### src/rtl/pamw_pkg.sv
// Constants for the port A pin mux and wakeup block
package pamw_pkg;
    localparam logic [7:0] ADDR_PORT_OUT  = 8'h00;
    localparam logic [7:0] ADDR_PORT_OE   = 8'h04;
    localparam logic [7:0] ADDR_PORT_IN   = 8'h08;
    localparam logic [7:0] ADDR_FUNC_CFG  = 8'h0c;
    localparam logic [7:0] ADDR_IF_CFG    = 8'h10;
    localparam logic [7:0] ADDR_FIFO_POL  = 8'h14;
    localparam logic [7:0] ADDR_WAKE_CTL  = 8'h18;
    localparam logic [7:0] ADDR_CORE_CTL  = 8'h1c;
    localparam logic [7:0] ADDR_IRQ_STAT  = 8'h20;
    localparam logic [7:0] ADDR_IRQ_MASK  = 8'h24;
    localparam logic [7:0] ADDR_STATUS    = 8'h28;

    localparam int WAKE_POL_BIT    = 4;
    localparam int WAKE_EN2_BIT    = 1;
    localparam int WAKE_PA3FN_BIT  = 7;
    localparam int OE_PA3_BIT      = 3;
    localparam int FIFO_OE_POL_BIT = 4;
    localparam int CORE_IT0_BIT    = 0;
    localparam int CORE_IT1_BIT    = 1;
    localparam int CORE_FLASH_BIT  = 2;
    localparam int CORE_SUSP_BIT   = 3;

    localparam int IRQ_WAKE1 = 0;
    localparam int IRQ_WAKE2 = 1;
    localparam int IRQ_EXTA  = 2;
    localparam int IRQ_EXTB  = 3;
    localparam int IRQ_NUM   = 4;

    localparam logic [1:0] IFMODE_SLAVE_FIFO = 2'h3;
    localparam logic [5:0] OE_RESET = 6'h00;
    localparam logic [7:0] BYTE_RESET = 8'h00;

    typedef enum logic [1:0] {
        PAMW_RUN,
        PAMW_SUSPENDED
    } pamw_power_t;
endpackage

### src/rtl/pamw_top.sv
// Port A pin mux and wakeup logic with AHB-Lite register slave
// How it works
// - While suspended, asserted resume pin restarts oscillator and raises interrupt.
// - Suspend request refused while resume pin is asserted.
// - Resume pin asserted level set by wakeup control bit 4.
// - Function config bits 0 and 1 pick port bit or ext irq.
// - Ext irq a is active low; trigger bit 1 edge, 0 level.
// - Ext irq b is active low; trigger bit 1 edge, 0 level.
// - Interface mode bits 1:0 pick functions of pins 2, 4, 5.
// - Slave FIFO mode: pin 2 is input FIFO output enable, polarity bit 4.
// - Pin 3 function from wakeup bit 7 and output enable bit 3.
// - Enabled second resume blocks suspend while pin 3 asserted.
// - Flash mode: pin 0 drives command latch, pin 1 address latch.
// - Flash mode: pin 4 drives flash write protect, active low.
// - Flash mode: pins 2, 3 sink data and chip activity lamps.
module pamw_top
    import pamw_pkg::*;
(
    input  wire logic        hclk,
    input  wire logic        hresetn,
    input  wire logic        hsel,
    input  wire logic [7:0]  haddr,
    input  wire logic [1:0]  htrans,
    input  wire logic        hwrite,
    input  wire logic [2:0]  hsize,
    input  wire logic [31:0] hwdata,
    input  wire logic        hready,
    output logic      [31:0] hrdata,
    output logic             hreadyout,
    output logic             hresp,
    input  wire logic        resume_pin,
    input  wire logic [5:0]  porta_in,
    output logic      [5:0]  porta_out,
    output logic      [5:0]  porta_oe,
    input  wire logic        flash_cmd_latch,
    input  wire logic        flash_addr_latch,
    input  wire logic        data_activity,
    input  wire logic        chip_activity,
    input  wire logic        flash_protect,
    output logic             write_protect_switch_n,
    output logic             fifo_output_enable_in,
    output logic      [1:0]  fifo_select,
    output logic             osc_run,
    output logic             suspended,
    output logic             ext_irq_a,
    output logic             ext_irq_b,
    output logic             irq
);
    // ------------------------------------------------------------
    // Registers
    // ------------------------------------------------------------
    logic [5:0]         port_out_reg;
    logic [5:0]         porta_output_enable;
    logic [1:0]         porta_function_cfg;
    logic [1:0]         interface_cfg;
    logic [7:0]         fifo_pin_polarity;
    logic [7:0]         wake_ctl;
    logic [3:0]         core_ctl;
    logic [IRQ_NUM-1:0] irq_stat;
    logic [IRQ_NUM-1:0] irq_mask;
    logic [5:0]         pin_q;
    logic               pa3_q;
    pamw_power_t        power;

    // ------------------------------------------------------------
    // Bus decode
    // ------------------------------------------------------------
    logic       ph_wr;
    logic [7:0] ph_addr;
    wire        ap_valid = hsel && htrans[1] && hready;
    wire        wr_now   = ph_wr;
    wire        wr_out   = wr_now && ph_addr == ADDR_PORT_OUT;
    wire        wr_oe    = wr_now && ph_addr == ADDR_PORT_OE;
    wire        wr_func  = wr_now && ph_addr == ADDR_FUNC_CFG;
    wire        wr_if    = wr_now && ph_addr == ADDR_IF_CFG;
    wire        wr_pol   = wr_now && ph_addr == ADDR_FIFO_POL;
    wire        wr_wake  = wr_now && ph_addr == ADDR_WAKE_CTL;
    wire        wr_core  = wr_now && ph_addr == ADDR_CORE_CTL;
    wire        wr_stat  = wr_now && ph_addr == ADDR_IRQ_STAT;
    wire        wr_mask  = wr_now && ph_addr == ADDR_IRQ_MASK;

    assign hreadyout = 1'b1;
    assign hresp     = 1'b0;

    // ------------------------------------------------------------
    // Pin function selection
    // ------------------------------------------------------------
    wire flash_mode = core_ctl[CORE_FLASH_BIT];
    wire fifo_mode  = interface_cfg == IFMODE_SLAVE_FIFO;
    wire wake_level = wake_ctl[WAKE_POL_BIT];
    wire pa3_wake   = wake_ctl[WAKE_PA3FN_BIT]
                      && !porta_output_enable[OE_PA3_BIT];
    wire wake2_en   = pa3_wake && wake_ctl[WAKE_EN2_BIT];
    wire wake1_act  = resume_pin == wake_level;
    wire wake2_act  = wake2_en && (pin_q[3] == wake_level);
    wire wake2_edge = wake2_en && (pin_q[3] != pa3_q);

    // Flash role overrides the port registers on its pins
    logic [5:0] next_out;
    logic [5:0] next_oe;
    always_comb begin
        next_out = port_out_reg;
        next_oe  = porta_output_enable;
        if (porta_function_cfg[0]) next_oe[0] = 1'b0;
        if (porta_function_cfg[1]) next_oe[1] = 1'b0;
        if (fifo_mode) begin
            next_oe[2] = 1'b0;
            next_oe[4] = 1'b0;
            next_oe[5] = 1'b0;
        end
        if (pa3_wake) next_oe[3] = 1'b0;
        if (flash_mode) begin
            next_out = {1'b0, !flash_protect, !chip_activity,
                        !data_activity, flash_addr_latch,
                        flash_cmd_latch};
            next_oe  = 6'h1f;
        end
    end

    // ------------------------------------------------------------
    // Pin sampling and state
    // ------------------------------------------------------------
    always_ff @(posedge hclk or negedge hresetn) begin
        if (!hresetn) begin
            pin_q     <= OE_RESET;
            pa3_q     <= 1'b0;
            porta_out <= OE_RESET;
            porta_oe  <= OE_RESET;
        end else begin
            pin_q     <= porta_in;
            pa3_q     <= pin_q[3];
            porta_out <= next_out;
            porta_oe  <= next_oe;
        end
    end

    // Interrupt inputs: edge mode is falling edge, level mode follows low
    logic ext_a_prev;
    logic ext_b_prev;
    wire a_in  = porta_function_cfg[0] ? pin_q[0] : 1'b1;
    wire b_in  = porta_function_cfg[1] ? pin_q[1] : 1'b1;
    wire a_evt = core_ctl[CORE_IT0_BIT] ? (ext_a_prev && !a_in)
                                        : !a_in;
    wire b_evt = core_ctl[CORE_IT1_BIT] ? (ext_b_prev && !b_in)
                                        : !b_in;
    always_ff @(posedge hclk or negedge hresetn) begin
        if (!hresetn) begin
            ext_a_prev <= 1'b1;
            ext_b_prev <= 1'b1;
            ext_irq_a  <= 1'b0;
            ext_irq_b  <= 1'b0;
        end else begin
            ext_a_prev <= a_in;
            ext_b_prev <= b_in;
            ext_irq_a  <= a_evt;
            ext_irq_b  <= b_evt;
        end
    end

    assign fifo_output_enable_in = fifo_mode &&
        (pin_q[2] == fifo_pin_polarity[FIFO_OE_POL_BIT]);
    assign fifo_select = fifo_mode ? pin_q[5:4] : 2'h0;
    assign write_protect_switch_n = flash_mode ? pin_q[5] : 1'b1;

    // Suspend request refused while any resume source is asserted
    wire susp_req = wr_core && hwdata[CORE_SUSP_BIT];
    wire resume   = (power == PAMW_SUSPENDED) &&
                    (wake1_act || wake2_edge);
    always_ff @(posedge hclk or negedge hresetn) begin
        if (!hresetn) begin
            power <= PAMW_RUN;
        end else if (resume) begin
            power <= PAMW_RUN;
        end else if (susp_req && !wake1_act && !wake2_act) begin
            power <= PAMW_SUSPENDED;
        end
    end
    assign suspended = power == PAMW_SUSPENDED;
    assign osc_run   = power == PAMW_RUN;

    // ------------------------------------------------------------
    // Interrupt status, set wins over write-one-to-clear
    // ------------------------------------------------------------
    logic [IRQ_NUM-1:0] evt;
    assign evt[IRQ_WAKE1] = resume && wake1_act;
    assign evt[IRQ_WAKE2] = resume && wake2_edge;
    assign evt[IRQ_EXTA]  = a_evt && !ext_irq_a;
    assign evt[IRQ_EXTB]  = b_evt && !ext_irq_b;
    wire [IRQ_NUM-1:0] clr = wr_stat ? hwdata[IRQ_NUM-1:0] : '0;
    assign irq = |(irq_stat & irq_mask);

    // ------------------------------------------------------------
    // Register writes and read data
    // ------------------------------------------------------------
    always_ff @(posedge hclk or negedge hresetn) begin
        if (!hresetn) begin
            ph_wr               <= 1'b0;
            ph_addr             <= BYTE_RESET;
            port_out_reg        <= OE_RESET;
            porta_output_enable <= OE_RESET;
            porta_function_cfg  <= 2'h0;
            interface_cfg       <= 2'h0;
            fifo_pin_polarity   <= BYTE_RESET;
            wake_ctl            <= BYTE_RESET;
            core_ctl            <= 4'h0;
            irq_stat            <= '0;
            irq_mask            <= '0;
        end else begin
            ph_wr   <= ap_valid && hwrite;
            ph_addr <= ap_valid ? haddr : ph_addr;
            if (wr_out)  port_out_reg        <= hwdata[5:0];
            if (wr_oe)   porta_output_enable <= hwdata[5:0];
            if (wr_func) porta_function_cfg  <= hwdata[1:0];
            if (wr_if)   interface_cfg       <= hwdata[1:0];
            if (wr_pol)  fifo_pin_polarity   <= hwdata[7:0];
            if (wr_wake) wake_ctl            <= hwdata[7:0];
            if (wr_core) core_ctl            <= {1'b0, hwdata[2:0]};
            if (wr_mask) irq_mask            <= hwdata[IRQ_NUM-1:0];
            irq_stat <= (irq_stat & ~clr) | evt;
        end
    end

    logic [31:0] rd_mux;
    always_comb begin
        unique case (haddr)
            ADDR_PORT_OUT: rd_mux = {26'h0, port_out_reg};
            ADDR_PORT_OE:  rd_mux = {26'h0, porta_output_enable};
            ADDR_PORT_IN:  rd_mux = {26'h0, pin_q};
            ADDR_FUNC_CFG: rd_mux = {30'h0, porta_function_cfg};
            ADDR_IF_CFG:   rd_mux = {30'h0, interface_cfg};
            ADDR_FIFO_POL: rd_mux = {24'h0, fifo_pin_polarity};
            ADDR_WAKE_CTL: rd_mux = {24'h0, wake_ctl};
            ADDR_CORE_CTL: rd_mux = {28'h0, core_ctl};
            ADDR_IRQ_STAT: rd_mux = {28'h0, irq_stat};
            ADDR_IRQ_MASK: rd_mux = {28'h0, irq_mask};
            ADDR_STATUS:   rd_mux = {30'h0, fifo_select[0] ^ 1'b0,
                                     suspended};
            default:       rd_mux = 32'h0;
        endcase
    end
    always_ff @(posedge hclk or negedge hresetn) begin
        if (!hresetn) hrdata <= 32'h0;
        else if (ap_valid && !hwrite) hrdata <= rd_mux;
    end

    // ------------------------------------------------------------
    // Checks
    // ------------------------------------------------------------
    a_wake_resume: assert property (@(posedge hclk) disable iff (!hresetn)
        suspended && wake1_act |=> !suspended)
        else $error("resume pin did not leave suspend");
    a_suspend_refused: assert property (@(posedge hclk)
        disable iff (!hresetn)
        !suspended && wake1_act |=> !suspended)
        else $error("suspend entered with resume asserted");
    a_wake2_block: assert property (@(posedge hclk) disable iff (!hresetn)
        !suspended && wake2_act |=> !suspended)
        else $error("suspend entered with pin 3 asserted");
    a_irq_a_level: assert property (@(posedge hclk) disable iff (!hresetn)
        porta_function_cfg[0] && !core_ctl[CORE_IT0_BIT] && !pin_q[0]
        |=> ext_irq_a)
        else $error("level irq a missing");
    a_irq_b_edge: assert property (@(posedge hclk) disable iff (!hresetn)
        core_ctl[CORE_IT1_BIT] && !ext_b_prev |=> !ext_irq_b)
        else $error("edge irq b repeated");
    a_pin0_input: assert property (@(posedge hclk) disable iff (!hresetn)
        porta_function_cfg[0] && !flash_mode |=> !porta_oe[0])
        else $error("irq pin driven");
    a_fifo_pins_in: assert property (@(posedge hclk) disable iff (!hresetn)
        fifo_mode && !flash_mode |=> porta_oe[5:4] == 2'h0
        && !porta_oe[2])
        else $error("fifo pins driven");
    a_flash_wp: assert property (@(posedge hclk) disable iff (!hresetn)
        flash_mode |=> porta_oe[4] && porta_out[4] == !$past(flash_protect))
        else $error("write protect wrong");
    a_flash_lamps: assert property (@(posedge hclk) disable iff (!hresetn)
        flash_mode |=> porta_out[3:2] ==
        {!$past(chip_activity), !$past(data_activity)})
        else $error("lamp drive wrong");
    c_suspend: cover property (@(posedge hclk) disable iff (!hresetn)
        suspended ##1 !suspended);
    c_irq: cover property (@(posedge hclk) disable iff (!hresetn) irq);
    c_fifo: cover property (@(posedge hclk) disable iff (!hresetn)
        fifo_output_enable_in);
endmodule

### config.mk
export PLATFORM = sky130hd
export DESIGN_NAME = pamw_top
export DESIGN_NICKNAME = d
export VERILOG_FILES = /design/src/rtl/pamw_pkg.sv /design/src/rtl/pamw_top.sv
export SDC_FILE = /design/constraint.sdc
export NUM_CORES = 1
export LEC_CHECK = 0
export BUFFER_PORTS_ARGS = -buffer_cell sky130_fd_sc_hd__buf_2
export CAP_MARGIN = 20
export CORE_UTILIZATION = 25
export DETAILED_ROUTE_END_ITERATION = 7
export PLACE_DENSITY = 0.42
export SLEW_MARGIN = 20
export SYNTH_ARGS = -nofsm -noshare
export SYNTH_HDL_FRONTEND = slang
export SYNTH_SLANG_ARGS = --single-unit
### constraint.sdc
create_clock -name hclk -period 1.8 [get_ports hclk]
set_input_delay 0.18 -clock hclk [delete_from_list [all_inputs] [get_ports hclk]]
set_output_delay 0.18 -clock hclk [all_outputs]
set_load 0.02 [all_outputs]
Word level (Yosys, flattened, before mapping)

Index checks and enable logic that the tools add are counted.
Widths: inputs -> output; s select.

Bits in registers: 109
Output and inout port bits: 55
Input port bits: 62
Word-level logic and storage cells: 111

Mux-type cells: 17
Reduce and logical (&&, ||, !) cells: 45
Equal/unequal tests: 24
Bitwise logic cells: 4

Operators by type and width:

| operator           | number |
|---|---|
| $pmux 8 s11        | 1 |
| $eq 8x5->1 const B | 8 |
| $eq 8x6->1 const B | 5 |
| $logic_and 1x1->1  | 28 |
| $eq 8x4->1 const B | 3 |
| $eq 8x3->1 const B | 2 |
| $logic_not 8->1    | 2 |
| $mux 6             | 2 |
| $logic_not 1->1    | 11 |
| $mux 1             | 9 |
| $and 4x4->4        | 2 |
| $mux 2             | 4 |
| $mux 4             | 1 |
| $not 4->4          | 1 |
| $or 4x4->4         | 1 |
| $reduce_or 4->1    | 1 |
| $eq 1x1->1         | 3 |
| $eq 2x1->1 const B | 1 |
| $eq 2x2->1 const B | 1 |
| $logic_not 2->1    | 1 |
| $reduce_bool 2->1  | 1 |
| $logic_or 1x1->1   | 1 |
| $ne 1x1->1         | 1 |

Longest topological paths before layout

Gate-level depths: netlist (run 1).

Depth after elaboration: 8
Mapped depth: 7
Gate-level depth less buffers: 5

Worst setup path before layout (run 1)

Ideal clock, no wire load.

Path kind: register to register
Start: register ph_addr[5]
End: register interface_cfg[0]
Stages on the path, launching flop included: 4
Data required time: 1.675 ns
Clock period less this slack: 1.618 ns
Arrival: 1.493 ns
Path buffers: 0
Slack: 0.182 ns
Library setup time: 0.125 ns
Cell sequence: dfrtp_1 or4b_4 nor2_1 mux2_2

Word-level cells in the longest chain between the ends: 2

RTL lines:

| element                  | RTL line        | RTL |
|---|---|---|
| start: declaration       | pamw_top.sv:69  | `logic [7:0] ph_addr;` |
| start signal: assignment | pamw_top.sv:210 | `ph_addr <= ap_valid ? haddr : ph_addr;` |
| $eq 8x5->1               | pamw_top.sv:75  | `wire wr_if = wr_now && ph_addr == ADDR_IF_CFG;` |
| $logic_and 1x1->1        | pamw_top.sv:75  |  |
| end signal: assignment   | pamw_top.sv:214 | `if (wr_if) interface_cfg <= hwdata[1:0];` |
| end: declaration         | pamw_top.sv:55  | `logic [1:0] interface_cfg;` |

Every way passes these cells.
A chain may end at the register's enable or synchronous reset.

Worst setup path after layout (run 1)

Start: register ph_addr[5]
End: register power[0]

Word-level cells in the longest chain between the ends: 6

RTL lines:

| element                        | RTL line        | RTL |
|---|---|---|
| $eq 8x5->1                     | pamw_top.sv:78  | `wire wr_core = wr_now && ph_addr == ADDR_CORE_CTL;` |
| $logic_and 1x1->1              | pamw_top.sv:78  |  |
| $logic_and 1x1->1              | pamw_top.sv:166 | `wire susp_req = wr_core && hwdata[CORE_SUSP_BIT];` |
| $logic_and 1x1->1 (2 in a row) | pamw_top.sv:174 | `end else if (susp_req && !wake1_act && !wake2_act) begin` |
| $reduce_bool 2->1 (no line)    | -               |  |
| end signal: assignment         | pamw_top.sv:171 | `power <= PAMW_RUN;` |
| end signal: assignment         | pamw_top.sv:173 | `power <= PAMW_RUN;` |
| end signal: assignment         | pamw_top.sv:175 | `power <= PAMW_SUSPENDED;` |
| end: declaration               | pamw_top.sv:63  | `pamw_power_t power;` |

Every way passes these cells.

==> results of run 1 <==
## where the power goes
part,internal (mW),switching [mW]
logic,0.231,0.296
registers,2.00,0.0952
clock network,0.976,0.717
total,3.21,1.11
## repair_timing
action / CTS / global route
hold buffers: 8 / 0
hold endpoints to repair: 31 / 0
setup endpoints to repair: 0 / 7
resized for setup: 0 / 2
## final cells by class
cell class	count	area share, %
Clock buffer	16	5.25
Inverter	8	0.603
Tap cell	211	5.30
Sequential cell	84	42.3
Timing Repair Buffer	91	11.8
Multi-Input combinational cell	225	34.8
## logic make-up after synthesis
family,count (synthesis),synth area share (%)
AO/OA/AOI/OAI,46,7.76
XOR/XNOR,4,0.872
buffers and inverters,45,6.98
flip-flops,84,52.4
multiplexers,65,18.4
other,2,0.187
AND/OR/NAND/NOR,84,13.4
## worst paths after layout
path | to | slack, ns | cells after the start
min in group asynchronous | porta_out[2]$_DFF_PN0_ | 0.28 | 2
max in group asynchronous | ph_addr[4]$_DFFE_PN0P_ | 0.88 | 3
hold / removal | porta_out[3]$_DFF_PN0_ | 0.008 | 2
setup / recovery | power[0]$_DFFE_PN0P_ | 0.06 | 5
setup reg to reg | power[0]$_DFFE_PN0P_ | 0.06 | 5
hold reg to reg | ext_a_prev$_DFF_PN1_ | 0.46 | 1
## worst reg2reg max path: cells and delay by family, from the launching register on
| kind | cells | cell delay (ns) |
|---|---|---|
| compound gates | 1 | 0.14 |
| buf+inv | 1 | 0.15 |
| flops | 1 | 0.39 |
| simple gates | 3 | 0.99 |
## stage by stage
stage | worst slack [ns] | utilization [%] | hold WS [ns]
2_1_floorplan | 0.182 | - | -0.116
3_3_place_gp | 0.0458 | 30.0 | 0.125
3_5_place_dp | 0.0291 | 30.0 | 0.126
4_1_cts | 0.0138 | 32.2 | 0.000572
5_1_grt | 0.0100 | 32.3 | 0.00738
6_report | 0.0639 | 32.3 | 0.00792
## metal layers
layer / vias up / global-route usage (%) / wire, µm
met5: - / 0 / 0
met4: 0 / 6.85 / 272
met3: 19 / 2.99 / 433
met2: 91 / 21.0 / 4740
met1: 1347 / 18.8 / 5250
li1: 1309 / - / -
## layout by cell type (no fill, tap or decap), types with 5 or more instances in the layout
| cell | instances |
|---|---|
| a22oi_1 | 6 |
| mux2_2 | 52 |
| conb_1 | 26 |
| nor3_1 | 7 |
| buf_4 | 19 |
| nor2_1 | 17 |
| nand2_1 | 17 |
| mux2i_1 | 11 |
| clkbuf_1 | 6 |
| buf_2 | 61 |
| dfrtp_1 | 82 |
| nand3_1 | 5 |
| clkbuf_16 | 9 |
| dlygate4sd3_1 | 8 |
| nand2b_1 | 8 |
| inv_1 | 8 |
| o21ai_0 | 8 |
| a21oi_1 | 9 |
| a21o_1 | 6 |
==> results.cfg, run 1 <==
[drt]
dr.pass1.iters = 4
vias_per_cell = 4.36
route.detailed.drc = 0
wl_per_cell_um = 16.9
totalWireLength_mm = 10.7
vias = 2766
drtAntennaViolNets = 0
drtIter0Drc = 75

[grt]
grt_pass1_vias = 2876
grt_antenna_before_repair = 0
grt_max_degree = 40
grt_first_pass_wirelength_mm = 16.7
overflow = 0
grt_use_total_pct = 13.9

[finish]
diodes = 0
stdcell_area_mm2 = 0.00498
drive_above_1_share_pct = 38.4
final_cells = 635
fillers = 1593
seqCellArea_mm2 = 0.00210
multi_input_area_mm2 = 0.00173
area_delta_synth_final_pct = 24.0
finalNetCount = 481

[logic_synthesis]
syn_avg_cell_area_um2 = 12.2
netlist_instances = 330
synth_common_cells = 82 x dfrtp_1, 52 x mux2_2, 26 x buf_4
ys_async_sr_fraction_pct = 100
netlist.area_leader.share_pct = 51.1
synth_cell_types = 51
ys_top_cells_by_area = dfrtp_1 51%, mux2_2 15%, buf_4 4.9%
synth_most_common_cell = dfrtp_1
ys_ff_latch = 84
synth_seq_area_share_pct = 52.4
synth_edf_count = 0
synth_area_mm2 = 0.00402
synth_top_area_cell = dfrtp_1
yosysWarnings = 0
synthFlopType = dfrtp_1

[critical_path]
cp_max_fo = 4
start_kind = flop
slowest_stage = or3_1
startpoint = ph_addr[5]$_DFFE_PN0P_
slowest_delay_ns = 0.41
cp.required_ns = 2.07
crit_buf_inv = 1
regToRegStartpoint = ph_addr[5]$_DFFE_PN0P_
critPathKind = flop to flop
arrival_ns = 2.01
crit_family = simple AND/OR/NAND/NOR gates
cp-end-kind = flop
crit_chain = buf_4 > nor4b_4 > nand3_2 > or3_1 > a21oi_1

[pwr]
p_leak_nw = 2.37
ir_drop_v = 0.000421
p_per_area_mw_per_mm2 = 867
power_mw = 4.32

[timing]
hold_violations = 0
timing.fmax_mhz = 576
setup_viol = 0
fin_crit_sh_pct = 96.4
worst_slew_pin_slew_ns = 0.508
fin_crit_ns = 1.74
setup_tns_ns = 0
worst_clock_skew_ns = 0.00564
grt_setup_unrepaired = false
drv_slew = 0
max_slew_margin_pct = 66.1

[die]
die_h_um = 129
ioPinCount = 117
die-width_um = 129
row_count = 45
core_region_area_mm2 = 0.0154
initial_core_util_pct = 26.0
die_area_mm2 = 0.0166

[cts]
root_buffer = clkbuf_16
cts_tree = done
htreeDepth = 3
path_clk_slew_ns = 0.06
clkLatencyLatePin_ns = 0.35
clockBufferDepth = 2
cts_buffers = 9
cts_setup_buffers = 0
cts_sinks = 84

[worst_hold_path]
hold_path.class = input port to flop
hp-start = chip_activity

[place]
dp_hpwl_mm = 7.93
post-place-cells = 611
place_congestion = 0.771
portBuffers = 62
place_area_mm2 = 0.00463

[status]
outcome = finished clean

[run]
drv_cap = 0
Note: power is estimated with default switching activity, not from simulation.
==> run 2: changes to the inputs <==
- CORE_UTILIZATION: 25 -> 52
- PLACE_DENSITY: 0.42 -> 0.78
- clock period: 1.8 -> 1.94 ns (I/O delays scaled with it)
==> run 2 against run 1 <==
  * Combinational power shrank 13%
  * Clock power down 24%
  * Maximum frequency fell by 3.6%
  * Count of clock-buffer cells in the layout is 7 lower
  * Worst hold slack better by 0.052 ns
  * Routed wire length decreased by 16%
  * Clock skew up 0.0019 ns
  * Core utilization grew 31 points
  * First-iteration DRC count increased to 3.5 times the previous value
  * Cell area decreased by 6.7%
  * Global-route usage increased by 9.9 points
  * Sequential cell count unchanged
  * Critical endpoint is now interface_cfg[0]$_DFFE_PN0P_
  * Largest power group unchanged
  * Highest routed layer unchanged
==> results.cfg, run 2 (same netlist as run 1, synthesis figures left out) <==
[grt]
grt_first_pass_wirelength_mm = 14.7
grt_antenna_before_repair = 0
grt_use_total_pct = 23.8
grt_pass1_vias = 2855
grt_max_degree = 51
overflow = 0

[cts]
cts_sinks = 84
path_clk_slew_ns = 0.09
cts_buffers = 9
clockBufferDepth = 2
htreeDepth = 3
clkLatencyLatePin_ns = 0.36
root_buffer = clkbuf_8
cts_resized = 0
cts_tree = done

[critical_path]
cp_max_fo = 6
critPathKind = flop to flop
arrival_ns = 2.05
cp.required_ns = 2.19
start_kind = flop
cp-end-kind = flop

[drt]
vias = 2850
drtAntennaViolNets = 0
route.detailed.drc = 0
wl_per_cell_um = 17.6
vias_per_cell = 5.59
drtIter0Drc = 259
dr.pass1.iters = 4
totalWireLength_mm = 8.97

[finish]
final_util_pct = 63.1
diodes = 0
finalNetCount = 468
layout_commonest_cell = dfrtp_1
stdcell_area_mm2 = 0.00465
fillers = 580
final_cell_mix = 82 x dfrtp_1, 61 x buf_2, 52 x mux2_2, 26 x conb_1, 18 x nor2_1
area_delta_synth_final_pct = 15.7
drive_above_1_share_pct = 37.2

[run]
drv_cap = 0

[timing]
setup_tns_ns = 0
grt_setup_unrepaired = false
worst_slew_pin_slew_ns = 0.511
drv_slew = 0
fin_crit_ns = 1.80
timing.fmax_mhz = 555
worst_clock_skew_ns = 0.00756
fin_ws_ns = 0.139
hold_violations = 0
fin_crit_sh_pct = 92.9
setup_viol = 0
max_slew_margin_pct = 65.7

[die]
die_h_um = 89.9
core_region_area_mm2 = 0.00737
row_count = 31
initial_core_util_pct = 54.5
ioPinCount = 117
die_area_mm2 = 0.00808
die-width_um = 89.9

[place]
pre_cts_ws_ns = 0.179
place_congestion = 0.934
dp_hpwl_mm = 6.24
portBuffers = 62
place_area_mm2 = 0.00435

[pwr]
p_leak_nw = 2.27
p_per_area_mw_per_mm2 = 791
ir_drop_v = 0.000580
power_mw = 3.68

[worst_hold_path]
hold_path.class = input port to flop

[status]
outcome = finished clean
## run 2: cell types whose count changed in the layout (fill, tap and decap cells not counted), moves of 2 or more
cell	delta
clkbuf_16	-9
dlygate4sd3_1	+2
buf_12	-2
clkinv_2	+2
inv_6	+3
buf_4	-13
clkbuf_8	+8
clkbuf_1	-6
## run 2: layer usage
metal	global-route usage [%]	wire length [µm]	vias up
met5	0	0	-
met4	12.4	319	0
met3	4.23	666	23
met2	36.8	4220	148
met1	32.4	3760	1397
li1	-	-	1282
## run 2: area by class of cell
class / instances / area, µm² / share of cell area, %
clock buffer: 9 / 124 / 2.66
clock inverter: 7 / 73.8 / 1.59
inverter: 8 / 30.0 / 0.646
multi-input combinational: 225 / 1720 / 37.0
sequential: 84 / 2100 / 45.3
tap: 99 / 124 / 2.66
timing repair buffer: 78 / 470 / 10.1
## run 2: critical path, cell delays in order, from the launching register on
cell	delay, ns
dfrtp_1	0.46
or4b_4	0.61
nor2_1	0.25
mux2_2	0.37
## run 2: repair_timing
item / 4_1_cts / 5_1_grt
endpoints found under the hold margin: 43 / 0
buffers inserted: 0 / 0
hold buffers: 10 / 0
## run 2: report_power, final
part,internal (mW),total [mW],leakage (nW),switching [mW]
combinational,0.195,0.456,1.10,0.261
sequential,1.85,1.95,1.07,0.0903
clock,0.604,1.28,0.100,0.674
## run 2: per-stage QoR
step	hold WS, ns	std cells
final	0.0595	510
after global routing	0.0533	510
after detailed placement	0.185	484
after CTS	0.0535	510
after global placement	0.181	484
after floorplan	-0.102	354
## run 2: path summary, 6_finish.rpt
check                           cells past startpoint                            to  slack, ns                   start
worst max register to register                      3  interface_cfg[0]$_DFFE_PN0P_       0.14  ph_addr[5]$_DFFE_PN0P_
worst max-delay path                                3  interface_cfg[0]$_DFFE_PN0P_       0.14  ph_addr[5]$_DFFE_PN0P_
worst min register to register                      0               pa3_q$_DFF_PN0_       0.47      pin_q[3]$_DFF_PN0_
worst min-delay path                                2        porta_out[1]$_DFF_PN0_       0.06        flash_addr_latch
min in group asynchronous                           2   port_out_reg[2]$_DFFE_PN0P_       0.31                 hresetn
max in group asynchronous                           3          ext_a_prev$_DFF_PN1_       0.96                 hresetn
